--- src/rtl/lock_det_pkg.sv ---
package lock_det_pkg;

  // ---------------------------------------------------------------
  // Register map
  // ---------------------------------------------------------------
  localparam logic [3:0] ADDR_ACQ_CTRL  = 4'h8;  // acquisition_control_reg
  localparam logic [3:0] ADDR_LOCK_CTRL = 4'h9;  // lock_control_reg
  localparam logic [3:0] ADDR_STATUS    = 4'h4;  // Live and sticky state
  localparam logic [3:0] ADDR_IRQ_STAT  = 4'hA;
  localparam logic [3:0] ADDR_IRQ_CLR   = 4'hB;
  localparam logic [3:0] ADDR_IRQ_EN    = 4'hC;

  // Field positions
  localparam int ACQ_REF_SEL   = 0;
  localparam int ACQ_DIV_LO    = 2;
  localparam int ACQ_RANGE_LO  = 6;
  localparam int LCK_STICKY_CLR = 6;
  localparam int LCK_PIN_MODE   = 7;
  localparam int ST_LIVE        = 3;
  localparam int ST_STICKY      = 4;

  localparam logic [7:0] CTRL_RESET = 8'h00;

  // Interrupt bits: loss event and lock event
  localparam int IRQ_LOSS = 0;
  localparam int IRQ_LOCK = 1;
  localparam int IRQ_W    = 2;

  // ---------------------------------------------------------------
  // Thresholds in ppm
  // ---------------------------------------------------------------
  localparam int PPM_SET   = 1000;
  localparam int PPM_CLEAR = 250;
  localparam int PPM_SCALE = 1000000;

  typedef enum logic [1:0] {
    MODE_DATA,
    MODE_REF
  } ref_mode_t;

  typedef enum logic [1:0] {
    ST_ACQUIRE,
    ST_TRACK
  } lock_state_t;

  // Result of one gate interval
  typedef struct packed {
    logic        valid;
    logic [23:0] vco_cnt;
    logic [23:0] tgt_cnt;
  } measure_t;

endpackage : lock_det_pkg

--- src/rtl/edge_counter.sv ---
`timescale 1ns/10ps
// Synchronises a toggle input and counts its rising edges
module edge_counter
  import lock_det_pkg::*;
#(
  parameter int W = 24
) (
  input  wire logic         i_clk,
  input  wire logic         i_rst,
  input  wire logic         i_sig,
  input  wire logic         i_clear,
  output logic [W-1:0]      o_count
);

  logic sync1;
  logic sync2;
  logic sync3;

  // -------------------------------------------------------------
  // Two-stage synchroniser, third stage for edge detection
  // -------------------------------------------------------------
  always_ff @(posedge i_clk) begin
    if (i_rst) begin
      sync1 <= 1'b0;
      sync2 <= 1'b0;
      sync3 <= 1'b0;
    end else begin
      sync1 <= i_sig;
      sync2 <= sync1;
      sync3 <= sync2;
    end
  end

  // Clear restarts the gate; an edge on that cycle is counted
  always_ff @(posedge i_clk) begin
    if (i_rst) begin
      o_count <= '0;
    end else if (i_clear) begin
      o_count <= {{(W-1){1'b0}}, (sync2 & ~sync3)};
    end else if (sync2 & ~sync3) begin
      o_count <= o_count + 1'b1;
    end
  end

endmodule : edge_counter

--- src/rtl/cdr_lock_detector.sv ---
`timescale 1ns/10ps
module cdr_lock_detector
  import lock_det_pkg::*;
#(
  parameter int CNT_W     = 24,
  parameter int GATE_CYC  = 1000000  // Gate interval in clock cycles
) (
  input  wire logic         i_clk,
  input  wire logic         i_rst,
  input  wire logic         i_vco_div,    // Divided oscillator
  input  wire logic         i_data_edge,  // Divided data transitions
  input  wire logic         i_aid_reference_clock,
  input  wire logic [3:0]   i_addr,
  input  wire logic [7:0]   i_wdata,
  input  wire logic         i_wr,
  input  wire logic         i_rd,
  output logic [7:0]        o_rdata,
  output logic              o_loss_of_lock_pin,
  output logic              o_frequency_acquisition_loop,
  output logic              o_phase_loop_en,
  output logic              o_ref_sel,
  output logic [1:0]        o_ref_range,
  output logic [3:0]        o_ref_div,
  output logic              o_irq
);

  // ---------------------------------------------------------------
  // Registers
  // ---------------------------------------------------------------
  logic [7:0]        acquisition_control_reg;
  logic [7:0]        lock_control_reg;
  logic              loss_of_lock_flag;
  logic              sticky_lock_loss;
  logic [IRQ_W-1:0]  irq_stat;
  logic [IRQ_W-1:0]  irq_en;
  lock_state_t       state;
  ref_mode_t         mode;
  logic [31:0]       gate_cnt;
  logic              gate_end;
  logic [CNT_W-1:0]  vco_cnt;
  logic [CNT_W-1:0]  data_cnt;
  logic [CNT_W-1:0]  ref_cnt;
  measure_t          meas;
  logic              too_far;
  logic              close_in;
  logic              loss_evt;
  logic              lock_evt;
  logic              sticky_clr_prev;
  logic [CNT_W+20:0] diff_ppm;
  logic [CNT_W+20:0] lim_set;
  logic [CNT_W+20:0] lim_clr;

  // Mode follows the reference select bit
  assign mode = acquisition_control_reg[ACQ_REF_SEL] ? MODE_REF
                                                      : MODE_DATA;

  // ---------------------------------------------------------------
  // Frequency counters
  // ---------------------------------------------------------------
  edge_counter #(.W(CNT_W)) u_vco (
    .i_clk   (i_clk),
    .i_rst   (i_rst),
    .i_sig   (i_vco_div),
    .i_clear (gate_end),
    .o_count (vco_cnt)
  );

  edge_counter #(.W(CNT_W)) u_data (
    .i_clk   (i_clk),
    .i_rst   (i_rst),
    .i_sig   (i_data_edge),
    .i_clear (gate_end),
    .o_count (data_cnt)
  );

  edge_counter #(.W(CNT_W)) u_ref (
    .i_clk   (i_clk),
    .i_rst   (i_rst),
    .i_sig   (i_aid_reference_clock),
    .i_clear (gate_end),
    .o_count (ref_cnt)
  );

  // Fixed gate interval; counts restart when it ends
  always_ff @(posedge i_clk) begin
    if (i_rst) begin
      gate_cnt <= '0;
      gate_end <= 1'b0;
    end else if (gate_cnt == 32'(GATE_CYC - 1)) begin
      gate_cnt <= '0;
      gate_end <= 1'b1;
    end else begin
      gate_cnt <= gate_cnt + 32'h0000_0001;
      gate_end <= 1'b0;
    end
  end

  // Latch the counts of the finished gate; target depends on mode.
  // Reference count is taken as already scaled by the external
  // divider chain set from range and divide fields.
  always_ff @(posedge i_clk) begin
    if (i_rst) begin
      meas <= '0;
    end else begin
      meas.valid <= gate_end;
      if (gate_end) begin
        meas.vco_cnt <= vco_cnt;
        meas.tgt_cnt <= (mode == MODE_REF) ? ref_cnt
                                           : data_cnt;
      end
    end
  end

  // ---------------------------------------------------------------
  // ppm comparison: |a-b| * 1e6 against threshold * target
  // ---------------------------------------------------------------
  always_comb begin
    diff_ppm = (meas.vco_cnt > meas.tgt_cnt)
      ? (CNT_W+21)'(meas.vco_cnt - meas.tgt_cnt) * (CNT_W+21)'(PPM_SCALE)
      : (CNT_W+21)'(meas.tgt_cnt - meas.vco_cnt) * (CNT_W+21)'(PPM_SCALE);
    lim_set  = (CNT_W+21)'(meas.tgt_cnt) * (CNT_W+21)'(PPM_SET);
    lim_clr  = (CNT_W+21)'(meas.tgt_cnt) * (CNT_W+21)'(PPM_CLEAR);
    too_far  = diff_ppm > lim_set;
    close_in = (diff_ppm <= lim_clr) && (meas.tgt_cnt != '0);
  end

  // ---------------------------------------------------------------
  // Hysteretic flag and loop hand-over
  // ---------------------------------------------------------------
  assign loss_evt = meas.valid && (state == ST_TRACK) && too_far;
  assign lock_evt = meas.valid && (state == ST_ACQUIRE) && close_in;

  // Flag starts set: nothing is locked out of reset
  always_ff @(posedge i_clk) begin
    if (i_rst) begin
      state             <= ST_ACQUIRE;
      loss_of_lock_flag <= 1'b1;
    end else if (loss_evt) begin
      state             <= ST_ACQUIRE;
      loss_of_lock_flag <= 1'b1;
    end else if (lock_evt) begin
      state             <= ST_TRACK;
      loss_of_lock_flag <= 1'b0;
    end // between thresholds nothing changes
  end

  // Loop enables are the flag and its inverse
  always_ff @(posedge i_clk) begin
    if (i_rst) begin
      o_frequency_acquisition_loop <= 1'b1;
      o_phase_loop_en              <= 1'b0;
    end else begin
      o_frequency_acquisition_loop <= ~lock_evt &
        (loss_evt | loss_of_lock_flag);
      o_phase_loop_en <= ~loss_evt &
        (lock_evt | ~loss_of_lock_flag);
    end
  end

  // ---------------------------------------------------------------
  // Sticky loss bit: set beats the clear on a falling clear bit
  // ---------------------------------------------------------------
  always_ff @(posedge i_clk) begin
    if (i_rst) begin
      sticky_clr_prev <= 1'b0;
    end else begin
      sticky_clr_prev <= lock_control_reg[LCK_STICKY_CLR];
    end
  end

  always_ff @(posedge i_clk) begin
    if (i_rst) begin
      sticky_lock_loss <= 1'b0;
    end else if (loss_evt) begin
      sticky_lock_loss <= 1'b1;
    end else if (sticky_clr_prev &&
                 !lock_control_reg[LCK_STICKY_CLR]) begin
      sticky_lock_loss <= 1'b0;
    end
  end

  // Pin shows sticky or live flag, one cycle behind
  always_ff @(posedge i_clk) begin
    if (i_rst) begin
      o_loss_of_lock_pin <= 1'b1;
    end else begin
      o_loss_of_lock_pin <= lock_control_reg[LCK_PIN_MODE]
        ? sticky_lock_loss : loss_of_lock_flag;
    end
  end

  // ---------------------------------------------------------------
  // Register writes
  // ---------------------------------------------------------------
  always_ff @(posedge i_clk) begin
    if (i_rst) begin
      acquisition_control_reg <= CTRL_RESET;
      lock_control_reg        <= CTRL_RESET;
      irq_en                  <= '0;
    end else if (i_wr) begin
      if (i_addr == ADDR_ACQ_CTRL) begin
        acquisition_control_reg <= i_wdata;
      end
      if (i_addr == ADDR_LOCK_CTRL) begin
        lock_control_reg <= i_wdata;
      end
      if (i_addr == ADDR_IRQ_EN) begin
        irq_en <= i_wdata[IRQ_W-1:0];
      end
    end
  end

  // Mode fields go out to the analog dividers
  always_ff @(posedge i_clk) begin
    if (i_rst) begin
      o_ref_sel   <= 1'b0;
      o_ref_range <= '0;
      o_ref_div   <= '0;
    end else begin
      o_ref_sel   <= acquisition_control_reg[ACQ_REF_SEL];
      o_ref_range <= acquisition_control_reg[ACQ_RANGE_LO +: 2];
      o_ref_div   <= acquisition_control_reg[ACQ_DIV_LO +: 4];
    end
  end

  // Interrupt status: new events win over a clear in the same cycle
  always_ff @(posedge i_clk) begin
    if (i_rst) begin
      irq_stat <= '0;
    end else begin
      for (int i = 0; i < IRQ_W; i++) begin
        if ((i == IRQ_LOSS && loss_evt) || (i == IRQ_LOCK && lock_evt)) begin
          irq_stat[i] <= 1'b1;
        end else if (i_wr && i_addr == ADDR_IRQ_CLR && i_wdata[i]) begin
          irq_stat[i] <= 1'b0;
        end
      end
    end
  end

  always_ff @(posedge i_clk) begin
    if (i_rst) begin
      o_irq <= 1'b0;
    end else begin
      o_irq <= |(irq_stat & irq_en);
    end
  end

  // Read data valid in the cycle after the strobe; unmapped reads zero
  always_ff @(posedge i_clk) begin
    if (i_rst) begin
      o_rdata <= '0;
    end else if (i_rd) begin
      unique case (i_addr)
        ADDR_STATUS: begin
          o_rdata <= '0;
          o_rdata[ST_LIVE]   <= loss_of_lock_flag;
          o_rdata[ST_STICKY] <= sticky_lock_loss;
        end
        ADDR_ACQ_CTRL:  o_rdata <= acquisition_control_reg;
        ADDR_LOCK_CTRL: o_rdata <= lock_control_reg;
        ADDR_IRQ_STAT:  o_rdata <= {{(8-IRQ_W){1'b0}}, irq_stat};
        ADDR_IRQ_EN:    o_rdata <= {{(8-IRQ_W){1'b0}}, irq_en};
        default:        o_rdata <= '0;
      endcase
    end else begin
      o_rdata <= '0;
    end
  end
endmodule : cdr_lock_detector

--- config.mk ---
export PLATFORM = sky130hd
export DESIGN_NAME = cdr_lock_detector
export DESIGN_NICKNAME = d
export VERILOG_FILES = /design/src/rtl/lock_det_pkg.sv /design/src/rtl/edge_counter.sv /design/src/rtl/cdr_lock_detector.sv
export SDC_FILE = /design/constraint.sdc
export NUM_CORES = 2
export LEC_CHECK = 0
export BUFFER_PORTS_ARGS = -buffer_cell sky130_fd_sc_hd__buf_2
export CAP_MARGIN = 20
export CORE_ASPECT_RATIO = 1.25
export CORE_MARGIN = 4
export CORE_UTILIZATION = 55
export DETAILED_ROUTE_END_ITERATION = 16
export MAX_ROUTING_LAYER = met4
export PLACE_DENSITY = 0.72
export SLEW_MARGIN = 5
export SYNTH_ARGS = -nofsm -noshare
export SYNTH_HDL_FRONTEND = slang
export SYNTH_SLANG_ARGS = --single-unit
--- constraint.sdc ---
create_clock -name i_clk -period 20.7 [get_ports i_clk]
set_input_delay 4.14 -clock i_clk [delete_from_list [all_inputs] [get_ports i_clk]]
set_output_delay 4.14 -clock i_clk [all_outputs]
set_load 0.1 [all_outputs]
Word-level counts from Yosys, hierarchy flattened

Index checks and enable logic that the tools add are counted.

Add/sub/neg operators: 6
$mul: 4
$lt $le $gt $ge: 3
Equality and inequality tests: 8
Mux-type cells: 18
Bitwise gates (word level): 15
Reduce and logical (&&, ||, !) cells: 26

Operator list:

| kind                                                                  | count |
|---|---|
| 45-bit by 14-bit multiplier with 39-bit output, second input constant | 2 |
| 24-bit by 1-bit adder with 24-bit output, second input constant       | 3 |
| 24-bit by 7-bit multiplier with 31-bit output, second input constant  | 2 |
| 24-bit by 24-bit subtractor with 25-bit output                        | 2 |
| 45-bit by 34-bit greater-than comparator with 1-bit output            | 1 |
| 45-bit by 32-bit <= comparator with 1-bit output                      | 1 |
| 45-bit two-way mux                                                    | 1 |
| 8-bit one-hot mux with 5 select lines                                 | 1 |
| 32-bit by 1-bit adder with 32-bit output, second input constant       | 1 |
| 32-bit by 20-bit == test with 1-bit output, second input constant     | 1 |
| 24-bit greater-than comparator                                        | 1 |
| 24-bit two-way mux                                                    | 1 |
| 24-bit nonzero test                                                   | 1 |
| 4-bit == test, second input constant                                  | 5 |
| 1-bit two-way mux                                                     | 15 |
| 2-bit nonzero test                                                    | 6 |
| 2-bit OR reduction                                                    | 5 |
| 1-bit logical AND                                                     | 9 |
| 1-bit NOT                                                             | 7 |
| 2-bit AND reduction                                                   | 3 |
| 1-bit bitwise AND                                                     | 5 |
| 4-bit by 3-bit == test with 1-bit output, second input constant       | 1 |
| 2-bit bitwise AND                                                     | 1 |
| 2-bit zero test                                                       | 1 |
| 3 further kinds                                                       | 4 |

Flip-flop bits (word level): 206
Input bits: 19
Output and inout port bits: 19
Word-level logic and storage cells: 117

Depth between registers and ports, before layout

Depth in word-level cells: 8
Mapped depth: 43
Gate-level depth less buffers: 43

By module

From an unflattened synthesis, not the netlist that was laid out.

Cell total of the unflattened synthesis: 3246
Area total of the unflattened synthesis: 28692.5 µm²

Modules (own cells, without submodules):

| module            | times used | cells each | area an instance (µm²) | seq. area each (µm²) |
|---|---|---|---|---|
| cdr_lock_detector | 1          | 2835       | 24968.9                | 2502.4 |
| edge_counter      | 3          | 137        | 1241.2                 | 540.5 |

Worst setup path before layout

OpenSTA, ideal clock, no wires.

Path kind: register -> register
Start point: register meas[4] (netlist bit)
End point: register loss_of_lock_flag
Setup time: 0.124 ns
Arrival: 9.008 ns
Data required time: 20.576 ns
Slack: 11.568 ns
Cell stages (with the launch flop): 36
Buffers on the path: 1
Period minus slack after synthesis: 9.132 ns
Cells stage by stage: dfxtp_1 inv_1 ha_1 clkbuf_1 a21o_1 a21oi_1 nand2_1 a21o_1 a21o_1 a21o_1 a21oi_1 o21ai_0 xnor2_1 inv_1 ha_1 fa_1 fa_1 inv_1 fa_1 inv_1 ha_1 inv_1 fa_1 inv_1 ha_1 o21a_1 a211oi_1 o21ai_0 o31ai_1 mux2_2 a2111o_1 o211ai_1 nand4_1 a221oi_4 nand4_4 a2111o_1

Cells in the longest elaborated chain, start to end: 6
Elaborated cells on any way between the ends: 15
Those cells by class: add/sub: 2; mul: 4; order compare: 3; mux: 1; reduce/logical: 5

Ends and longest elaborated chain:

| item                                                                                                                                  | RTL line                                           | text |
|---|---|---|
| start, declared                                                                                                                       | cdr_lock_detector.sv:43                            | `measure_t meas;` |
| 24-bit by 24-bit subtractor with 25-bit output, on equally long branches                                                              | cdr_lock_detector.sv:120, cdr_lock_detector.sv:119 |  |
| 45-bit by 14-bit multiplier with 39-bit output, on equally long branches                                                              | cdr_lock_detector.sv:120, cdr_lock_detector.sv:119 |  |
| 45-bit two-way mux                                                                                                                    | cdr_lock_detector.sv:119                           | `? (CNT_W+21)'(meas.vco_cnt - meas.tgt_cnt) * (CNT_W+21)'(PPM_SCALE)` |
| 45-bit by 34-bit greater-than comparator with 1-bit output / 45-bit by 32-bit <= comparator with 1-bit output (equally long branches) | cdr_lock_detector.sv:123, cdr_lock_detector.sv:124 |  |
| 1-bit logical AND, on equally long branches                                                                                           | cdr_lock_detector.sv:130, cdr_lock_detector.sv:124 |  |
| 2-bit OR reduction (no line) / 1-bit logical AND (equally long branches)                                                              | n/a                                                |  |
| end signal, assigned                                                                                                                  | cdr_lock_detector.sv:137                           | `loss_of_lock_flag <= 1'b1;` |
| end signal, assigned                                                                                                                  | cdr_lock_detector.sv:140                           | `loss_of_lock_flag <= 1'b1;` |
| end signal, assigned                                                                                                                  | cdr_lock_detector.sv:143                           | `loss_of_lock_flag <= 1'b0;` |
| end, declared                                                                                                                         | cdr_lock_detector.sv:32                            | `logic loss_of_lock_flag;` |

Parallel ways exist; a longest one is shown, timed or not.
A chain may end at the register's enable or synchronous reset.

Final worst setup path

Start point: register meas[2] (netlist bit)
End point: register o_frequency_acquisition_loop

Cells in the longest elaborated chain, start to end: 8
Elaborated cells on any way between the ends: 17
Those cells by class: add/sub: 2; mul: 4; order compare: 3; mux: 1; bitwise: 3; reduce/logical: 4

Ends and longest elaborated chain:

| item                                                                     | RTL line                                           | text |
|---|---|---|
| 24-bit by 24-bit subtractor with 25-bit output, on equally long branches | cdr_lock_detector.sv:120, cdr_lock_detector.sv:119 |  |
| 45-bit by 14-bit multiplier with 39-bit output, on equally long branches | cdr_lock_detector.sv:120, cdr_lock_detector.sv:119 |  |
| 45-bit two-way mux                                                       | cdr_lock_detector.sv:119                           |  |
| 45-bit by 32-bit <= comparator with 1-bit output                         | cdr_lock_detector.sv:124                           | `close_in = (diff_ppm <= lim_clr) && (meas.tgt_cnt != '0);` |
| 1-bit logical AND                                                        | cdr_lock_detector.sv:124                           |  |
| 1-bit logical AND                                                        | cdr_lock_detector.sv:131                           | `assign lock_evt = meas.valid && (state == ST_ACQUIRE) && close_in;` |
| 1-bit NOT                                                                | cdr_lock_detector.sv:153                           | `o_frequency_acquisition_loop <= ~lock_evt &` |
| 1-bit bitwise AND (*)                                                    | cdr_lock_detector.sv:153                           |  |
| end signal, assigned                                                     | cdr_lock_detector.sv:153                           |  |
| end, declared                                                            | cdr_lock_detector.sv:19                            | `output logic o_frequency_acquisition_loop,` |

Every way passes the cells marked *; elsewhere a longest branch is shown, timed or not.

==> flow_summary_export.csv <==
group,metric,value,unit
outcome,status,"completed",
placed_design,port_buffers,37,
job,drv_cap,0,
floorplanning,die_w,210,um
pwr,power.leakage,15.6,nW
synth,synthCells,3164,
final_layout,reg.largest.list,"meas x49, gate_cnt x32",
synth,syn-num-nets,3895,
placed_design,gp_congestion,0.990,
setup_path,cp_slowest_cell,"a21boi_1",
sta,worst_slew_pin_slew,1170,ps
setup_path,critPathKind,"flip-flop to flip-flop",
sta,tns,0,ps
clocking,cts_setup_buffers,0,
clocking,clock-root-buffer,"clkbuf_16",
setup_path,path_max_fanout,9,
synth,yosysTopAreaCell,"fa_1",
setup_path,setup.worst_path.start_class,"flip-flop",
synth,synth_edf_count,0,
synth,ys_seq_elements,206,
final_layout,fillers,4491,
route,first_iter_violations,1273,
synth,synth-warning-count,0,
sta,fmax,0.0935,GHz
clocking,holdBufCountCts,0,
floorplanning,io_pins,38,
sta,hold_viol_final,0,
sta,finClkSkew,10.2,ps
final_layout,num_antenna_cells,0,
final_layout,drive_gt1_share,4.31,%
sta,setup_viol,0,
sta,slew_violations,0,
synth,ys_seq_area_share,14.7,%
pwr,power_density,25.8,nW/um^2
synth,synth.distinct_cells,79,
synth,synth_area_leaders,"fa_1 21%, ha_1 19%, dfxtp_1 15%",
floorplanning,rows,92,
sta,min_period,10690,ps
global_route,antenna_found_initial,0,
setup_path,critPathMaxStageDelay,970,ps
route,ant_nets,0,
sta,fin_crit_sh,51.7,%
setup_path,arrival,11070,ps
sta,rsz0062_at_grt,"no",
synth,avgSynthCellArea,8.87,sq um
clocking,htreeDepth,1,
setup_path,endpoint_kind,"flip-flop",
clocking,clk_pin_slew,70,ps
route,route.detailed.drc,0,
floorplanning,initial_utilization,55.6,%
final_layout,top_register,"meas",
final_layout,largest_register_ffs,49,
global_route,grt.overflow.total,0,
synth,ys.flop_type,"dfxtp_1",
final_layout,final_core_util,58.7,%
clocking,clock-sinks,206,
route,first_pass_iters,6,
clocking,insertion_delay,490,ps
floorplanning,dieArea,54700,sq um
final_layout,fin_nets,3897,
placed_design,dp_hpwl,62700,um
clocking,cts_made_buffers,18,
clocking,cts_max_path_buffers,3,
synth,yosys.area.top_type_share,20.8,%
setup_path,crit_path_frequent_cell,"inv_1",
pwr,ir_drop,0.0719,mV
route,avgViaCountPerCell,5.77,
route,vias,22100,
route,wire_per_inst,19.4,um
clocking,post_cts_resize_count,0,
sta,slew-limit-headroom,21.7,%
floorplanning,die_y,261,um
clocking,cts_tree,"yes",
global_route,grt_pass1_vias,23400,
setup_path,required,21080,ps
final_layout,areaGrowthSynthToFinish,5.56,%
worst_hold_path,hold_class,"flip-flop to flip-flop",
synth,async_flop_share,0,%
global_route,grt_max_degree,96,
global_route,grt_pass1_wl,120000,um
global_route,grtUsageTotal,27.7,%
synth,syn_area,28100,sq um
floorplanning,coreArea,50400,sq um
route,wirelength,74200,um
[per-layer routing]
metal	vias up	GRT usage, %	share of wire, %
met3	157	1.68	2.8
met1	11000	30.8	39
met5	-	-	0
li1	10600	-	-
met2	439	51.8	53
met4	0	11.2	4.7
[cell type report]
type                    count  area (sq um)  share of cell area, %
repair buffers             69           443                   1.50
flip-flops and latches    206          4130                   13.9
multi-input cells        2431         22000                   74.2
inverters                 440          1650                   5.58
well taps                 658           823                   2.78
clock inverters             5          75.1                  0.253
clock buffers              26           532                   1.80
[kinds of logic after synthesis]
logic type	Yosys count	synth area share, %
adders and majority gates	713	39.6
muxes	84	3.02
and+or+nand+nor	791	13.6
AOI/OAI and AO/OA	568	13.4
buffers and inverters	527	7.11
xor gates and xnor gates	275	8.58
DFF	206	14.7
[final timing paths]
kind | from | end | slack (ps) | cells after the start
worst max register to register | meas[2] | o_frequency_acquisition_loop | 10010 | 36
worst max-delay path | meas[2] | o_frequency_acquisition_loop | 10010 | 36
worst min register to register | u_data.sync1 | u_data.sync2 | 450 | 1
worst min-delay path | u_data.sync1 | u_data.sync2 | 450 | 1
[placed cells by master, fill, tap and decap left out, types with 68 or more instances in the layout]
master / instances
o21ai_0: 108
inv_1: 438
nand3_1: 68
a21oi_1: 156
nand2_1: 135
mux2i_1: 79
dfxtp_1: 205
fa_1: 292
xor2_1: 150
xnor2_1: 125
ha_1: 420
a21o_1: 99
nor2_1: 301
[synthesized netlist by cell type (9+ instances only)]
| cell type | n |
|---|---|
| and2_1 | 12 |
| nand3_1 | 68 |
| mux2i_1 | 79 |
| fa_1 | 292 |
| o21bai_1 | 18 |
| a211o_1 | 10 |
| ha_1 | 420 |
| a21oi_1 | 156 |
| o21ai_0 | 108 |
| clkbuf_1 | 73 |
| nand4_1 | 46 |
| dfxtp_1 | 206 |
| nor2b_1 | 50 |
| o211ai_1 | 11 |
| and4_1 | 10 |
| nand2b_1 | 33 |
| or2_2 | 12 |
| o31ai_1 | 9 |
| nor3_1 | 26 |
| and3_1 | 42 |
| a211oi_1 | 43 |
| xor2_1 | 150 |
| or3_1 | 22 |
| inv_1 | 438 |
| o21a_1 | 26 |
| xnor2_1 | 125 |
| a21o_1 | 99 |
| nor4_1 | 15 |
| nand2_1 | 135 |
| nor2_1 | 301 |
[through the flow]
stage	power [mW]	worst slack, ps	hold slack, ps	instances	area (sq um)
global placement	0.426	10320	432	3799	29000
global route	0.790	9400	468	3835	29600
finish	0.764	10010	449	3835	29600
detailed placement	0.427	10080	439	3802	29000
CTS	0.772	10060	460	3833	29600
floorplan	0.421	11570	414	3164	28100
[worst max-delay path: cells and delay by family, from the launching register on]
kind,cells,cell delay (ps)
xor+xnor,1,230
flops,1,600
buf+inv,6,570
compound gates,17,5050
simple gates,5,970
fa+ha+maj,7,3130
[power by group]
part / switching, mW / internal [mW] / leakage (nW)
sequential: 0.00156 / 0.398 / 1.66
clock: 0.142 / 0.204 / 0.300
combinational: 0.0125 / 0.00579 / 13.6
total: 0.156 / 0.608 / 15.6
Note: power is estimated with default switching activity, not from simulation.
